### config.mk
export PLATFORM = sky130hd
export DESIGN_NAME = usb_endpoint_select_control
export DESIGN_NICKNAME = d
export VERILOG_FILES = /design/src/rtl/endpoint_state.v /design/src/rtl/usb_endpoint_select_control.v
export VERILOG_INCLUDE_DIRS = /design/src /design/src/rtl
export SDC_FILE = /design/constraint.sdc
export NUM_CORES = 1
export LEC_CHECK = 0
export BUFFER_PORTS_ARGS = -buffer_cell sky130_fd_sc_hd__buf_2
export CAP_MARGIN = 20
export CORE_ASPECT_RATIO = 2
export CORE_MARGIN = 1
export CORE_UTILIZATION = 31
export DETAILED_ROUTE_END_ITERATION = 12
export GPL_TIMING_DRIVEN = 0
export PLACE_DENSITY = 0.53
export SLEW_MARGIN = 10
export SYNTH_ARGS = -nofsm -noshare
export SYNTH_HDL_FRONTEND = slang
export SYNTH_HIERARCHICAL = 1
export SYNTH_SLANG_ARGS = --single-unit
### constraint.sdc
create_clock -name core_clk -period 3.05 [get_ports core_clk]
set_input_delay 0.305 -clock core_clk [delete_from_list [all_inputs] [get_ports core_clk]]
set_output_delay 0.305 -clock core_clk [all_outputs]
set_load 0.005 [all_outputs]
### src/rtl/usb_ep_regs.vh
// Register map, field positions and reset values of the endpoint block.
`ifndef USB_EP_REGS_VH
`define USB_EP_REGS_VH
// ****************************************************************
// Register addresses
// ****************************************************************
`define ADDR_MODULE_CONTROL 8'hec
`define ADDR_EP0_STATUS 8'hed
`define ADDR_ENDPOINT_SELECT 8'hef
`define ADDR_ENDPOINT_CONTROL 8'hf1
`define ADDR_FIFO_BYTE_COUNT 8'hf2
// ****************************************************************
// Field positions
// ****************************************************************
`define SEL_DIR_BIT 7
`define SEL_EP_HI 2
`define SEL_EP_LO 0
`define CTL_ENABLE_BIT 3
`define CTL_STALL_BIT 2
`define CTL_TOGGLE_BIT 1
`define CTL_BUSY_BIT 0
`define MOD_ENABLE_BIT 2
`define MOD_VISIBLE_BIT 1
`define MOD_WRITE_MASK 8'h07
`define STA_RECEIVED_TOGGLE_BIT 3
`define STA_SETUP_BIT 2
`define STA_IN_BIT 1
`define STA_OUT_BIT 0
`define COUNT_HI 6
`define WIN_LOW_BITS 6
// ****************************************************************
// Reset values
// ****************************************************************
`define SELECT_RESET 8'h00
`define CONTROL_RESET 8'h08
`define MODULE_RESET 8'h00
`define STATUS_RESET 8'h00
`define COUNT_RESET 7'h00
`endif

### src/rtl/endpoint_state.v
// Per-endpoint, per-direction enable, stall, toggle, busy and byte count.
`timescale 1ns/100ps
module endpoint_state #(
    parameter IS_OUT = 0,
    parameter REV_B = 1
) (
    input wire core_clk,
    input wire rst,
    input wire selected,
    input wire ctl_write,
    input wire [7:0] ctl_wdata,
    input wire count_write,
    input wire [6:0] count_wdata,
    input wire module_restart,
    input wire tok_hit,
    input wire ack_in,
    input wire out_start,
    input wire out_good,
    input wire [1:0] out_pid,
    input wire [6:0] out_count,
    output reg enable_reg,
    output reg stall_reg,
    output reg toggle_reg,
    output reg busy_reg,
    output reg [6:0] count_reg,
    output wire retransmit
);
`include "usb_ep_regs.vh"
    localparam [7:0] CTL_RESET_VALUE = `CONTROL_RESET;
    wire fw_ctl;
    wire fw_cnt;
    assign fw_ctl = selected & ctl_write;
    assign fw_cnt = selected & count_write;
    assign retransmit = out_good & (out_pid[0] != toggle_reg);
    always @(posedge core_clk) begin
        if (rst) begin
            enable_reg <= CTL_RESET_VALUE[`CTL_ENABLE_BIT];
            stall_reg <= 1'b0;
            toggle_reg <= 1'b0;
            busy_reg <= 1'b0;
            count_reg <= `COUNT_RESET;
        end else begin
            if (fw_ctl) begin
                enable_reg <= ctl_wdata[`CTL_ENABLE_BIT];
                stall_reg <= ctl_wdata[`CTL_STALL_BIT];
            end
            if (module_restart) begin
                toggle_reg <= 1'b0;
            end else if (REV_B != 0 && fw_ctl && !enable_reg &&
                         ctl_wdata[`CTL_ENABLE_BIT]) begin
                toggle_reg <= 1'b0;
            end else if (IS_OUT == 0 && tok_hit && ack_in) begin
                toggle_reg <= ~toggle_reg;
            // toggle on good OUT; retransmit keeps toggle
            end else if (IS_OUT != 0 && tok_hit && out_good &&
                         !retransmit) begin
                toggle_reg <= ~toggle_reg;
            end
            if (IS_OUT == 0) begin
                if (fw_cnt) begin
                    busy_reg <= 1'b1;
                    count_reg <= count_wdata;
                end else if (tok_hit && ack_in) begin
                    busy_reg <= 1'b0;
                end
            end else begin
                if (tok_hit && out_start) begin
                    busy_reg <= 1'b1;
                end else if (tok_hit && out_good) begin
                    busy_reg <= 1'b0;
                    if (!retransmit) begin
                        count_reg <= out_count;
                    end
                end
            end
        end
    end
endmodule // endpoint_state

### src/rtl/usb_endpoint_select_control.v
// Endpoint select, endpoint control and shared FIFO window steering.
//
// Operation
// - Module enable off-on clears received toggle, IN, OUT endpoint 0 flags.
// - All endpoints share one FIFO window and control/count addresses.
// - FIFO window accesses reach the selected endpoint and direction.
// - Endpoint control accesses act on the selected endpoint and direction.
// - Select bit 7 picks direction, 0 IN, 1 OUT; bits 6..3 reserved.
// - Select bits 2..0 pick endpoint 0 to 4; register resets to zero.
// - Control bit 3 enables the FIFO; all FIFOs reset enabled, 08h.
// - Stall bit set makes every token to that endpoint and direction get STALL.
// - IN toggle picks DATA0/DATA1; flips only on received host ACK.
// - OUT toggle holds expected PID; flips only on good OUT packet.
// - Unexpected OUT toggle: send ACK, no interrupt, toggle kept.
// - Module enable off-on clears toggles of all endpoints both ways.
// - FIFO enable clear then set clears the selected toggle only.
// - IN busy sets on byte count write, clears when the host ACKs the data.
// - OUT busy set while receiving, cleared when transaction completes.
// - Module enable clear ignores tokens; bus reset leaves it alone.
// - Byte count holds IN load or OUT received count of selection.
// - FIFOs appear in one 64-byte window with base low bits zero.
`timescale 1ns/100ps
module usb_endpoint_select_control #(
    parameter NUM_EP = 5,
    parameter EP_BITS = 3,
    parameter REV_B = 1
) (
    input wire core_clk,
    input wire rst,
    input wire [7:0] reg_addr,
    input wire [7:0] reg_wdata,
    input wire reg_wr,
    input wire reg_rd,
    output reg [7:0] reg_rdata,
    input wire [15:0] win_base,
    input wire [15:0] xd_addr,
    input wire xd_valid,
    output reg win_hit,
    output reg win_dir,
    output reg [EP_BITS-1:0] win_ep,
    output reg [5:0] win_offset,
    input wire tok_valid,
    input wire [EP_BITS-1:0] tok_ep,
    input wire tok_is_out,
    input wire tok_is_setup,
    input wire tok_ack_in,
    input wire tok_out_start,
    input wire tok_out_good,
    input wire [1:0] tok_out_pid,
    input wire [6:0] tok_out_count,
    input wire usb_bus_reset,
    output reg tok_accept,
    output reg tok_stall,
    output reg tok_out_event,
    output reg usb_module_enable,
    output reg [7:0] endpoint0_status_out
);
`include "usb_ep_regs.vh"
    // ****************************************************************
    // Decoding
    // ****************************************************************
    function is_addr;
        input [7:0] a;
        input [7:0] target;
        begin
            is_addr = (a == target);
        end
    endfunction

    // Reserved bits are never stored, so they always read as zero.
    function [7:0] pack_control;
        input en;
        input st;
        input tg;
        input bs;
        begin
            pack_control = 8'h00;
            pack_control[`CTL_ENABLE_BIT] = en;
            pack_control[`CTL_STALL_BIT] = st;
            pack_control[`CTL_TOGGLE_BIT] = tg;
            pack_control[`CTL_BUSY_BIT] = bs;
        end
    endfunction

    function [7:0] pack_status;
        input received_toggle;
        input setup;
        input in_flag;
        input out_flag;
        begin
            pack_status = `STATUS_RESET;
            pack_status[`STA_RECEIVED_TOGGLE_BIT] = received_toggle;
            pack_status[`STA_SETUP_BIT] = setup;
            pack_status[`STA_IN_BIT] = in_flag;
            pack_status[`STA_OUT_BIT] = out_flag;
        end
    endfunction

    // Slot index is {endpoint, direction}, so each endpoint owns two slots.
    localparam SLOTS = 2 * NUM_EP;
    localparam CNT_W = `COUNT_HI + 1;

    reg [7:0] endpoint_select_reg;
    reg [7:0] module_control_reg;
    reg enable_seen_off_reg;
    reg received_toggle_reg;
    reg ep0_setup_reg;
    reg ep0_in_reg;
    reg ep0_out_reg;
    reg [7:0] rdata_next;
    wire sel_dir;
    wire [EP_BITS-1:0] sel_ep;
    wire wr_sel;
    wire wr_ctl;
    wire wr_cnt;
    wire wr_mod;
    wire restart;
    wire mod_next;
    wire tok_live;
    wire [2*NUM_EP-1:0] en_v;
    wire [2*NUM_EP-1:0] st_v;
    wire [2*NUM_EP-1:0] tg_v;
    wire [2*NUM_EP-1:0] bs_v;
    wire [2*NUM_EP-1:0] rt_v;
    wire [7*2*NUM_EP-1:0] cnt_v;
    wire [3:0] sel_idx;
    wire [3:0] tok_idx;
    wire sel_ok;
    wire tok_ok;
    wire [SLOTS-1:0] sel_hot;
    wire [SLOTS-1:0] tok_hot;

    assign sel_dir = endpoint_select_reg[`SEL_DIR_BIT];
    assign sel_ep = endpoint_select_reg[`SEL_EP_HI:`SEL_EP_LO];
    assign sel_ok = (sel_ep < NUM_EP);
    assign tok_ok = (tok_ep < NUM_EP);
    assign sel_idx = {sel_ep, sel_dir};
    assign tok_idx = {tok_ep, tok_is_out};
    assign wr_sel = reg_wr & is_addr(reg_addr, `ADDR_ENDPOINT_SELECT);
    assign wr_ctl = reg_wr & is_addr(reg_addr, `ADDR_ENDPOINT_CONTROL);
    assign wr_cnt = reg_wr & is_addr(reg_addr, `ADDR_FIFO_BYTE_COUNT);
    assign wr_mod = reg_wr & is_addr(reg_addr, `ADDR_MODULE_CONTROL);
    assign mod_next = reg_wdata[`MOD_ENABLE_BIT];
    assign restart = wr_mod & mod_next & enable_seen_off_reg;
    assign tok_live = tok_valid & usb_module_enable & tok_ok;

    // ****************************************************************
    // Per-endpoint state
    // ****************************************************************
    genvar g;
    generate
        for (g = 0; g < SLOTS; g = g + 1) begin : gen_ep
            assign sel_hot[g] = sel_ok && sel_idx == g;
            assign tok_hot[g] = tok_live && tok_idx == g;
            endpoint_state #(
                .IS_OUT(g % 2),
                .REV_B(REV_B)
            ) u_state (
                .core_clk(core_clk),
                .rst(rst),
                .selected(sel_hot[g]),
                .ctl_write(wr_ctl),
                .ctl_wdata(reg_wdata),
                .count_write(wr_cnt),
                .count_wdata(reg_wdata[`COUNT_HI:0]),
                .module_restart(restart),
                .tok_hit(tok_hot[g] && !st_v[g]),
                .ack_in(tok_ack_in),
                .out_start(tok_out_start),
                .out_good(tok_out_good),
                .out_pid(tok_out_pid),
                .out_count(tok_out_count),
                .enable_reg(en_v[g]),
                .stall_reg(st_v[g]),
                .toggle_reg(tg_v[g]),
                .busy_reg(bs_v[g]),
                .count_reg(cnt_v[CNT_W*g +: CNT_W]),
                .retransmit(rt_v[g])
            );
        end
    endgenerate

    // ****************************************************************
    // Registers
    // ****************************************************************
    always @(posedge core_clk) begin
        if (rst) begin
            endpoint_select_reg <= `SELECT_RESET;
            module_control_reg <= `MODULE_RESET;
            usb_module_enable <= 1'b0;
            enable_seen_off_reg <= 1'b0;
        end else begin
            if (wr_sel) begin
                endpoint_select_reg <= {reg_wdata[`SEL_DIR_BIT], 4'h0,
                                        reg_wdata[`SEL_EP_HI:`SEL_EP_LO]};
            end
            if (wr_mod) begin
                module_control_reg <= reg_wdata & `MOD_WRITE_MASK;
                usb_module_enable <= mod_next;
                if (!mod_next) begin
                    enable_seen_off_reg <= 1'b1;
                end else begin
                    enable_seen_off_reg <= 1'b0;
                end
            end
        end
    end

    // ****************************************************************
    // Endpoint 0 status
    // ****************************************************************
    always @(posedge core_clk) begin
        if (rst) begin
            received_toggle_reg <= 1'b0;
            ep0_setup_reg <= 1'b0;
            ep0_in_reg <= 1'b0;
            ep0_out_reg <= 1'b0;
        end else if (restart) begin
            received_toggle_reg <= 1'b0;
            ep0_in_reg <= 1'b0;
            ep0_out_reg <= 1'b0;
        end else if (tok_live && tok_ep == {EP_BITS{1'b0}}) begin
            if (tok_is_setup) begin
                ep0_setup_reg <= 1'b1;
                ep0_in_reg <= 1'b0;
                ep0_out_reg <= 1'b0;
            end else if (tok_is_out) begin
                ep0_in_reg <= 1'b0;
                ep0_out_reg <= 1'b1;
                if (tok_out_good) begin
                    received_toggle_reg <= tok_out_pid[0];
                end
            end else begin
                ep0_in_reg <= 1'b1;
                ep0_out_reg <= 1'b0;
            end
        end else if (wr_mod == 1'b0 && reg_wr &&
                     is_addr(reg_addr, `ADDR_EP0_STATUS) &&
                     !reg_wdata[`STA_SETUP_BIT]) begin
            ep0_setup_reg <= 1'b0;
        end
    end

    // ****************************************************************
    // Token answers
    // ****************************************************************
    always @(posedge core_clk) begin
        if (rst) begin
            tok_accept <= 1'b0;
            tok_stall <= 1'b0;
            tok_out_event <= 1'b0;
            endpoint0_status_out <= `STATUS_RESET;
        end else begin
            tok_accept <= tok_live;
            tok_stall <= tok_live & st_v[tok_idx];
            tok_out_event <= tok_live & tok_is_out & tok_out_good &
                             !st_v[tok_idx] & !rt_v[tok_idx];
            endpoint0_status_out <= pack_status(received_toggle_reg,
                                                ep0_setup_reg, ep0_in_reg,
                                                ep0_out_reg);
        end
    end

    // ****************************************************************
    // FIFO window
    // ****************************************************************
    // A selection change steers the very next access; nothing is queued.
    always @(posedge core_clk) begin
        if (rst) begin
            win_hit <= 1'b0;
            win_dir <= 1'b0;
            win_ep <= {EP_BITS{1'b0}};
            win_offset <= {`WIN_LOW_BITS{1'b0}};
        end else begin
            win_hit <= xd_valid & module_control_reg[`MOD_VISIBLE_BIT] &
                       sel_ok & en_v[sel_idx] &
                       (xd_addr[15:`WIN_LOW_BITS] ==
                        win_base[15:`WIN_LOW_BITS]);
            win_dir <= sel_dir;
            win_ep <= sel_ep;
            win_offset <= xd_addr[`WIN_LOW_BITS-1:0];
        end
    end

    // ****************************************************************
    // Register read
    // ****************************************************************
    // control shows selection
    always @* begin
        rdata_next = 8'h00;
        case (reg_addr)
            `ADDR_ENDPOINT_SELECT: begin
                rdata_next = endpoint_select_reg;
            end
            `ADDR_ENDPOINT_CONTROL: begin
                if (sel_ok) begin
                    rdata_next = pack_control(en_v[sel_idx], st_v[sel_idx],
                                              tg_v[sel_idx], bs_v[sel_idx]);
                end
            end
            `ADDR_FIFO_BYTE_COUNT: begin
                if (sel_ok) begin
                    rdata_next = {1'b0, cnt_v[CNT_W*sel_idx +: CNT_W]};
                end
            end
            `ADDR_MODULE_CONTROL: begin
                rdata_next = module_control_reg;
            end
            `ADDR_EP0_STATUS: begin
                rdata_next = pack_status(received_toggle_reg, ep0_setup_reg,
                                         ep0_in_reg, ep0_out_reg);
            end
            default: begin
                rdata_next = 8'h00;
            end
        endcase
    end

    // Read data is held between reads so a slow CPU can sample it late.
    always @(posedge core_clk) begin
        if (rst) begin
            reg_rdata <= 8'h00;
        end else if (reg_rd) begin
            reg_rdata <= rdata_next;
        end
    end
endmodule // usb_endpoint_select_control

==> metrics.csv, run 1 <==
metric,value,unit
internal power,0.003553,W
CP max-delay cell,clkbuf_1,
Pre-antenna DRT Iters,7,
crit path max fanout,10,
routed length per placed instance,20.22,um
maximum achievable frequency,363.7,MHz
clock root cell,clkbuf_16,
layout cells sized above 1,26.19,%
FP Rows,82,
Tot GR Track Use,20.52,%
top-level port count,103,
Hold Path Class,input pin to flop,
initial antenna violation count,0,
Post-route DRC,0,
effective utilization at floorplan,31.48,%
PwrDens,484.1,nW/um^2
Horiz. Die Dim,114.5,um
RSZ-0062 raised after global routing,false,
"slowest stage delay, CP",0.49,ns
Max-Cap Viols,0,
Layout Nets,987,
"IR drop worst, VDD",0.3883,mV
RePlAce Congestion,0.8114,
share of total power in the clock network,51.6,%
critical path class,flop to flop,
Worst setup EP type,flop,
Clock transition at path regs,0.07,ns
Syn Area/Cell,9.761,sq um
Worst-Margin Slew,1.011,ns
most frequent cells in the layout,"148 x dfxtp_1, 103 x buf_2, 78 x nand2b_1",
post-DP HPWL,19400,um
Clock Sinks,148,
CP arrival,3.03,ns
Max clock buf depth,2,
Worst Skew,0.009955,ns
TritonCTS clock tree,built,
Area growth syn-to-layout,19.87,%
"Gates resized, CTS repair",0,
via count,6559,
Comb pwr share,5.8,%
Net Sw Frac,21.97,%
Setup TNS Final,0,ns
global-route wire length before repair,38710,um
post-place instance area,8755,sq um
status,finished clean,
"Slew Viols, Final",0,
Die Area,25990,sq um
max FFs per register,70,
fill count,2546,
Synth warnings,6,
design area,9407,sq um
sw power,0.001001,W
Worst-Skew Late Latency,0.44,ns
total grt overflow,0,
initial DRC count,359,
Seq pwr share,42.6,%
CTS buffer count,17,
CTS Hold Bufs,0,
maximum number of pins on one net before global-route repair,59,
crit-path cells,buf_4 -> buf_6 -> buf_6 -> clkbuf_1 -> nand2b_1 -> nor2_1 -> nand2_1 -> nor3b_1 -> nor4_1,
vias in the first global route,6729,
"leading cell type in the layout, fill and taps excluded",dfxtp_1,
Finish-stage setup viols,0,
antenna-violating nets left,0,
final worst path period need,2.749,ns
CTS H-Tree Depth,4,
pre-CTS setup slack,0.2274,ns
Overall Power,0.004554,W
CP required,3.33,ns
Worst Setup Start Kind,flop,
final period utilization,90.15,%
port bufs,88,
vias per cell,5.189,
"Hold Vio Cnt, Final",0,
Post-Syn Area,7848,sq um
ant diodes,0,
Worst slew margin,32.60,%
Mapped Cells,804,
"most used cell, CP",buf_6,
Setup WS post-layout,0.3005,ns
drt total wl,25560,um
post-CTS setup buffer count,0,
static leakage,3.464,nW
Die H,227.0,um
Util after Layout,37.73,%
core region area,24930,sq um
critical path: cells and delay by family, from the launching register on:
| family | cells | cell delay [ns] |
|---|---|---|
| simple gates | 5 | 1.13 |
| flops | 1 | 0.31 |
| buf+inv | 4 | 1.13 |
final cells by class:
| cell class | instances | area (sq um) | area share (%) |
|---|---|---|---|
| plain buffers | 51 | 326.6 | 3.472 |
| flip-flops and latches | 148 | 2963 | 31.50 |
| clock buffers | 23 | 478.0 | 5.081 |
| multi-input cells | 599 | 4551 | 48.38 |
| inverters | 9 | 33.78 | 0.3591 |
| well taps | 336 | 420.4 | 4.469 |
| clock inverters | 9 | 173.9 | 1.849 |
| repair buffers | 89 | 460.4 | 4.895 |
stage by stage:
stage / hold WS (ns) / instances
after detailed placement: 0.4605 / 1232
after global routing: 0.07633 / 1264
final: 0.08058 / 1264
after CTS: 0.06771 / 1264
after floorplan: 0.3960 / 807
after global placement: 0.4564 / 1231
worst paths after layout:
check | from | end | slack, ns | cells past startpoint
max | endpoint_select_reg[7]$_SDFFE_PP0P_ | gen_ep[7].u_state/toggle_reg$_SDFFE_PP0P_ | 0.30 | 9
min | xd_addr[3] | win_offset[3]$_SDFF_PP0_ | 0.08 | 2
min reg2reg | reg_rdata[7]$_SDFFE_PP0P_ | reg_rdata[7]$_SDFFE_PP0P_ | 0.47 | 2
max reg2reg | endpoint_select_reg[7]$_SDFFE_PP0P_ | gen_ep[7].u_state/toggle_reg$_SDFFE_PP0P_ | 0.30 | 9
metal layers:
| metal | vias up | global-route usage (%) | share of wire (%) | routed length (um) |
|---|---|---|---|---|
| li1 | 3145 | - | - | - |
| met1 | 3177 | 19.37 | 35 | 9039 |
| met2 | 177 | 40.27 | 56 | 14340 |
| met3 | 60 | 4.153 | 3.8 | 975 |
| met4 | 0 | 11.19 | 4.7 | 1201 |
| met5 | - | 0 | 0 | 0 |
power by group through the flow:
stage / Clock [W] / Combinational (W) / Sequential [W]
floorplan: 0 / 0.000121 / 0.00198
global placement: 0 / 0.000262 / 0.00198
detailed placement: 0 / 0.000266 / 0.00198
CTS: 0.00239 / 0.000267 / 0.00194
global route: 0.00248 / 0.000290 / 0.00194
finish: 0.00235 / 0.000265 / 0.00194
No activity file was read; power rests on OpenSTA's default activity.
==> inputs of run 2 (changes only) <==
--- a/config.mk
+++ b/config.mk
@@ -17,5 +17,4 @@
 export SLEW_MARGIN = 10
 export SYNTH_ARGS = -nofsm -noshare
 export SYNTH_HDL_FRONTEND = slang
-export SYNTH_HIERARCHICAL = 1
 export SYNTH_SLANG_ARGS = --single-unit
==> run 2 against run 1 <==
Compared with the run above: area after synthesis down 9.1%; count of clock-buffer cells in the layout fell by 3; design area fell by 9.4%.
==> metrics.csv, run 2 <==
metric,value,unit,change
status,finished clean,,
"Seq/Total Area, Yosys",41.52,%,
total grt overflow,0,,unchanged
share of total power in the clock network,50.0,%,-1.6 points
RePlAce Congestion,0.9097,,+12%
Clock Sinks,148,,unchanged
post-synthesis mux area share,19.34,%,
"Hold Vio Cnt, Final",0,,unchanged
Layout Nets,948,,-4.0%
met1 Usage GRT,19.79,%,+0.42 points
FP Rows,78,,-4.9%
CP required,3.34,ns,about the same
final period utilization,88.01,%,-2.1 points
Setup TNS Final,0,ns,unchanged
Net Sw Frac,23.47,%,+1.5 points
Synth Area in Compound Gates,11.22,%,
Max-Cap Viols,0,,unchanged
effective utilization at floorplan,31.52,%,+0.039 points
CTS Hold Bufs,0,,unchanged
post-CTS setup buffer count,0,,unchanged
CTS buffer count,17,,unchanged
Worst-Margin Slew,0.9874,ns,-0.02358 ns
area of the multi-input gates,3847,sq um,-15%
final worst path period need,2.684,ns,-0.06503 ns
initial DRC count,329,,-8.4%
largest family of logic cells by synthesized area,simple AND/OR/NAND/NOR gates,,
Comb pwr share,5.1,%,-0.7 points
layout cells sized above 1,19.26,%,-6.9 points
TritonCTS clock tree,built,,
clock root cell,clkbuf_16,,
port bufs,85,,-3.4%
maximum achievable frequency,372.5,MHz,+2.4%
Util after Layout,37.64,%,-0.091 points
most frequent cell after synthesis,dfxtp_1,,
Worst Skew,0.008232,ns,-0.001723 ns
Worst slew margin,33.68,%,+1.1 points
post-DP HPWL,20020,um,+3.2%
Seq pwr share,45.0,%,+2.4 points
routed length per placed instance,21.79,um,+7.8%
vias per cell,5.277,,+1.7%
Post-synth top cells,"148 x dfxtp_1, 103 x mux2i_1, 95 x nor2_1",,
top post-synthesis cells by area,"dfxtp_1 42%, mux2i_1 14%, nor2_1 5.0%",,
crit-path cells,buf_2 -> buf_4 -> clkbuf_1 -> o32ai_1 -> nor3_1 -> o211ai_1,,
Critical R2R Launch,endpoint_select_reg[7]$_SDFFE_PP0P_,,
Syn Area/Cell,9.303,sq um,-4.7%
RSZ-0062 raised after global routing,false,,
initial antenna violation count,0,,unchanged
"leading cell type in the layout, fill and taps excluded",dfxtp_1,,
Max clock buf depth,2,,unchanged
PwrDens,505.8,nW/um^2,+4.5%
Area growth syn-to-layout,19.43,%,
xor/xnor share of the synthesized area,2.332,%,
post-synthesis adder-cell area fraction,0,%,
internal power,0.003298,W,-7.2%
Horiz. Die Dim,109.3,um,-4.6%
Die H,216.6,um,-4.6%
Mapped Cells,767,,-4.6%
Post-route DRC,0,,unchanged
Worst Hold Launch,xd_addr[1],,
Hold Path Class,input pin to flop,,
post-synthesis simple-gate area fraction,20.81,%,
FF/Latch Area,2963,sq um,unchanged
"FF+latch count, synth",148,,
ant diodes,0,,unchanged
"EDFF count, synth",0,,
Crit. Startpoint,endpoint_select_reg[7]$_SDFFE_PP0P_,,
"Gates resized, CTS repair",0,,unchanged
met3 Track Usage GR,4.421,%,+0.27 points
max FFs per register,70,,unchanged
Worst Setup Start Kind,flop,,
via count,6163,,-6.0%
sw power,0.001012,W,+1.1%
Yosys top cell by area,dfxtp_1,,
asr flop ratio synth,0,%,
"Slew Viols, Final",0,,unchanged
Synth cell types,66,,
ys flop type,dfxtp_1,,
"slowest stage delay, CP",0.66,ns,+0.17 ns
Post-Syn Area,7136,sq um,-9.1%
critical path class,flop to flop,,
CP arrival,2.98,ns,-0.05 ns
vias in the first global route,6442,,-4.3%
Clock transition at path regs,0.06,ns,about the same
Top Usage Layer GRT,met2,,
Tot GR Track Use,22.74,%,+2.2 points
static leakage,3.221,nW,-7.0%
global-route wire length before repair,38070,um,-1.6%
fill count,2401,,-5.7%
CP max-delay cell,nor3_1,,
most frequent cells in the layout,"148 x dfxtp_1, 103 x mux2i_1, 100 x buf_2",,
CTS H-Tree Depth,4,,unchanged
Die Area,23670,sq um,-9.0%
Worst setup EP type,flop,,
drt total wl,25460,um,-0.39%
top-area cell type share of the netlist area,41.52,%,
Worst-Skew Late Latency,0.44,ns,about the same
top-level port count,103,,unchanged
Finish-stage setup viols,0,,unchanged
crit path max fanout,10,,unchanged
Pre-antenna DRT Iters,4,,-3
maximum number of pins on one net before global-route repair,17,,-71%
"IR drop worst, VDD",0.3661,mV,-5.7%
core region area,22640,sq um,-9.2%
Synth warnings,0,,-6
antenna-violating nets left,0,,unchanged
met2 GRT Util,42.83,%,+2.6 points
-- run 2: cell types whose count changed in the layout (fill, tap and decap cells not counted), sizes merged, moves of 19 or more --
cell	change
a21bo	-45
a21oi	-19
mux2i	+30
nand2	+48
nand2b	-68
nand3	-46
nor2	+47
-- run 2: layout make-up --
type,count,share of cell area [%]
clock buffers,20,5.124
inverters,16,0.7047
repair buffers,87,5.109
well taps,280,4.111
multi-input cells,550,45.15
flip-flops and latches,148,34.77
plain buffers,56,3.245
clock inverters,11,1.791
-- run 2: cell families after synthesis --
group / after synthesis
mux: 119
simple gates: 292
xor+xnor: 19
flops: 148
buf+inv: 72
compound gates: 116
other cells: 1
-- run 2: per-layer routing --
| layer | wire length, um | vias to the layer above |
|---|---|---|
| li1 | - | 2934 |
| met1 | 8269 | 2962 |
| met2 | 14030 | 169 |
| met3 | 878 | 98 |
| met4 | 2279 | 0 |
| met5 | 0 | - |
-- run 2: path summary, 6_finish.rpt --
check / endpoint / slack (ns) / depth (start not counted)
worst min-delay path: win_offset[1]$_SDFF_PP0_ / 0.07 / 2
worst max register to register: reg_rdata[3]$_SDFFE_PP0P_ / 0.37 / 6
worst max-delay path: reg_rdata[3]$_SDFFE_PP0P_ / 0.37 / 6
worst min register to register: gen_ep[4].u_state.count_reg[4]$_SDFFE_PP0P_ / 0.45 / 2
-- run 2: worst max-delay path: cells and delay by family (launching register included) --
kind	cells	cell delay (ns)
buffers and inverters	3	1.13
AND/OR/NAND/NOR	1	0.66
AO/OA/AOI/OAI	2	0.43
flip-flops	1	0.30
-- run 2: per-stage QoR --
stage / instances / power (W) / setup slack [ns] / hold slack, ns / instance area (sq um)
after floorplan: 770 / 0.002084 / 1.277 / 0.4275 / 7147
after global placement: 1135 / 0.002198 / 0.3806 / 0.4347 / 7923
after detailed placement: 1137 / 0.002200 / 0.3781 / 0.4424 / 7933
after CTS: 1168 / 0.004343 / 0.3548 / 0.06129 / 8522
after global routing: 1168 / 0.004451 / 0.3386 / 0.06176 / 8522
final: 1168 / 0.004310 / 0.3656 / 0.07103 / 8522
-- run 2: power groups by stage --
stage | combinational, W | sequential (W) | clock [W]
after floorplan | 0.000102 | 0.00198 | 0
after global placement | 0.000217 | 0.00198 | 0
after detailed placement | 0.000219 | 0.00198 | 0
after CTS | 0.000219 | 0.00194 | 0.00219
after global routing | 0.000234 | 0.00194 | 0.00228
final | 0.000218 | 0.00194 | 0.00215
==> inputs of run 3 (changes only) <==
--- a/config.mk
+++ b/config.mk
@@ -6,14 +6,17 @@
 export SDC_FILE = /design/constraint.sdc
 export NUM_CORES = 1
 export LEC_CHECK = 0
+export ABC_AREA = 1
 export BUFFER_PORTS_ARGS = -buffer_cell sky130_fd_sc_hd__buf_2
 export CAP_MARGIN = 20
+export CELL_PAD_IN_SITES_DETAIL_PLACEMENT = 2
+export CELL_PAD_IN_SITES_GLOBAL_PLACEMENT = 2
 export CORE_ASPECT_RATIO = 2
 export CORE_MARGIN = 1
-export CORE_UTILIZATION = 31
+export CORE_UTILIZATION = 28
 export DETAILED_ROUTE_END_ITERATION = 12
 export GPL_TIMING_DRIVEN = 0
-export PLACE_DENSITY = 0.53
+export PLACE_DENSITY = 0.78
 export SLEW_MARGIN = 10
 export SYNTH_ARGS = -nofsm -noshare
 export SYNTH_HDL_FRONTEND = slang
==> run 3 against run 2 <==
Compared with the run above: critical endpoint unchanged; critical path depth up 5; wire length grew 28%; largest power group unchanged; sequential power about the same; combinational power increased by 19%; first-iteration DRC count shrank 20%.
==> metrics.csv, run 3 <==
metric,value,unit,change
Max clock buf depth,2,,unchanged
Worst-Margin Slew,0.9229,ns,-0.06445 ns
Pre-antenna DRT Iters,5,,+1
Worst Skew,0.008631,ns,+0.0003991 ns
Clock transition at path regs,0.07,ns,about the same
total grt overflow,0,,unchanged
family with the most delay on the worst path,simple AND/OR/NAND/NOR gates,,
Finish-stage setup viols,0,,unchanged
sw power,0.001091,W,+7.9%
"Seq/Total Area, Yosys",41.18,%,-0.34 points
initial DRC count,262,,-20%
layout cells sized above 1,16.31,%,-2.9 points
vias per cell,5.092,,-3.5%
fill count,3099,,+29%
effective utilization at floorplan,28.62,%,-2.9 points
"EDFF count, synth",0,,unchanged
"IR drop worst, VDD",0.3353,mV,-8.4%
CP required,3.41,ns,+0.07 ns
asr flop ratio synth,0,%,unchanged
Die Area,26380,sq um,+11%
Synth cell types,41,,-38%
Worst setup EP type,flop,,
Synth warnings,0,,unchanged
RSZ-0062 raised after global routing,false,,
top post-synthesis cells by area,"dfxtp_1 41%, nand2_1 15%, a21oi_1 7.1%",,
design area,8666,sq um,+1.7%
max FFs per register,70,,unchanged
Comb pwr share,5.9,%,+0.8 points
area of the multi-input gates,3547,sq um,-7.8%
Worst Path Buf+Inv,2,,-1
crit-path cells,buf_4 -> inv_2 -> nor2_2 -> nand2_2 -> nor2_1 -> nor2_1 -> nand3_1 -> nand2_1 -> nand3_1 -> nand2_1 -> a21oi_1,,
CTS buffer count,17,,unchanged
top-level port count,103,,unchanged
ys flop type,dfxtp_1,,
FP Rows,82,,+5.1%
Seq pwr share,43.8,%,-1.2 points
core region area,25140,sq um,+11%
clock root cell,clkbuf_16,,
CP arrival,2.72,ns,-0.26 ns
final worst path period need,2.356,ns,-0.3282 ns
Post-Syn Area,7194,sq um,+0.82%
Worst Setup Start Kind,flop,,
"Hold Vio Cnt, Final",0,,unchanged
global-route wire length before repair,49020,um,+29%
via count,7734,,+25%
top-area cell type share of the netlist area,41.18,%,-0.34 points
Horiz. Die Dim,115.3,um,+5.5%
post-place instance area,8056,sq um,+1.6%
Max-Cap Viols,0,,unchanged
share of total power in the clock network,50.3,%,+0.3 points
Net Sw Frac,24.63,%,+1.2 points
most frequent cell after synthesis,nand2_1,,
"Slew Viols, Final",0,,unchanged
status,finished clean,,
routed length per placed instance,21.53,um,-1.2%
Mapped Cells,1062,,+38%
vias in the first global route,8574,,+33%
initial antenna violation count,0,,unchanged
final period utilization,77.25,%,-11 points
R2R Setup Slk,0.69,ns,+0.33 ns
Post-synth top cells,"279 x nand2_1, 148 x dfxtp_1, 120 x nor2_1",,
"FF+latch count, synth",148,,unchanged
Layout Nets,1242,,+31%
Yosys top cell by area,dfxtp_1,,
drt total wl,32710,um,+28%
maximum achievable frequency,424.4,MHz,+14%
Fin Hold WS,0.06417,ns,-0.006860 ns
Post-route DRC,0,,unchanged
FF/Latch Area,2963,sq um,unchanged
critical path class,flop to flop,,
TritonCTS clock tree,built,,
internal power,0.003339,W,+1.2%
antenna-violating nets left,0,,unchanged
Clock Sinks,148,,unchanged
PwrDens,511.2,nW/um^2,+1.1%
Die H,228.7,um,+5.6%
Hold Path Class,input pin to flop,,
crit path max fanout,10,,unchanged
Tot GR Track Use,25.83,%,+3.1 points
"slowest stage delay, CP",0.53,ns,-0.13 ns
maximum number of pins on one net before global-route repair,17,,unchanged
Syn Area/Cell,6.774,sq um,-27%
post-CTS setup buffer count,0,,unchanged
"leading cell type in the layout, fill and taps excluded",nand2_1,,
static leakage,3.599,nW,+12%
RePlAce Congestion,0.8575,,-5.7%
"Gates resized, CTS repair",0,,unchanged
most frequent cells in the layout,"279 x nand2_1, 148 x dfxtp_1, 120 x nor2_1",,
Overall Power,0.004430,W,+2.8%
CTS H-Tree Depth,4,,unchanged
Setup TNS Final,0,ns,unchanged
Worst-Skew Late Latency,0.45,ns,about the same
Worst slew margin,38.47,%,+4.8 points
CP max-delay cell,nor2_2,,
post-DP HPWL,25280,um,+26%
Area growth syn-to-layout,20.45,%,
port bufs,86,,+1.2%
ant diodes,0,,unchanged
CTS Hold Bufs,0,,unchanged
## run 3: cell types whose count changed in the layout (fill, tap and decap cells not counted), sizes merged, moves of 15 or more
cell,previous run,this run
o21ai,16,109
nand3,7,54
a21oi,42,102
inv,18,106
mux2i,103,0
mux4,15,0
nor2,95,138
nand2,85,285
nor2b,17,0
## run 3: area by class of cell
cell class | count | share of cell area, %
Timing Repair Buffer | 86 | 4.967
Multi-Input combinational cell | 759 | 40.93
Clock inverter | 13 | 1.805
Buffer | 51 | 3.393
Tap cell | 336 | 4.851
Clock buffer | 19 | 5.227
Sequential cell | 148 | 34.19
Inverter | 107 | 4.635
## run 3: metal layers
metal | vias up | track usage, % | part of all wire [%]
li1 | 3628 | - | -
met1 | 3849 | 22.53 | 33
met2 | 163 | 51.33 | 57
met3 | 94 | 3.182 | 1.9
met4 | 0 | 18.67 | 7.6
met5 | - | 0 | 0
## run 3: cell families (layout without fill, tap and decap cells)
| logic type | after synthesis | in the layout | share of synthesized area, % |
|---|---|---|---|
| buf+inv | 158 | 276 | 9.670 |
| xor+xnor | 12 | 12 | 1.461 |
| flops | 148 | 148 | 41.18 |
| other cells | 1 | 4 | 0.05212 |
| simple gates | 505 | 505 | 29.90 |
| compound gates | 238 | 238 | 17.74 |
## run 3: final timing paths
check,from,endpoint,depth (start not counted)
setup / recovery,endpoint_select_reg[7]$_SDFFE_PP0P_,reg_rdata[3]$_SDFFE_PP0P_,11
hold / removal,xd_addr[4],win_offset[4]$_SDFF_PP0_,3
setup reg to reg,endpoint_select_reg[7]$_SDFFE_PP0P_,reg_rdata[3]$_SDFFE_PP0P_,11
hold reg to reg,gen_ep[6].u_state.count_reg[5]$_SDFFE_PP0P_,gen_ep[6].u_state.count_reg[5]$_SDFFE_PP0P_,2
## run 3: worst min-delay path: cells and delay by family
family | cells | cell delay, ns
buffers and inverters | 2 | 0.10
AND/OR/NAND/NOR | 1 | 0.06
## run 3: through the flow
| stage | setup slack, ns | utilization [%] | std cells |
|---|---|---|---|
| after CTS | 0.7003 | 34.47 | 1519 |
| final | 0.6938 | 34.47 | 1519 |
| after detailed placement | 0.7345 | 32.05 | 1487 |
| after global routing | 0.6302 | 34.47 | 1519 |
| after floorplan | 1.557 | - | 1065 |
| after global placement | 0.7657 | 32.05 | 1487 |
## run 3: power groups by stage
stage | clock (W) | combinational, W | sequential, W
after global routing | 0.00234 | 0.000276 | 0.00194
after global placement | 0 | 0.000252 | 0.00198
after CTS | 0.00226 | 0.000261 | 0.00194
after detailed placement | 0 | 0.000259 | 0.00198
final | 0.00223 | 0.000260 | 0.00194
after floorplan | 0 | 0.000113 | 0.00198
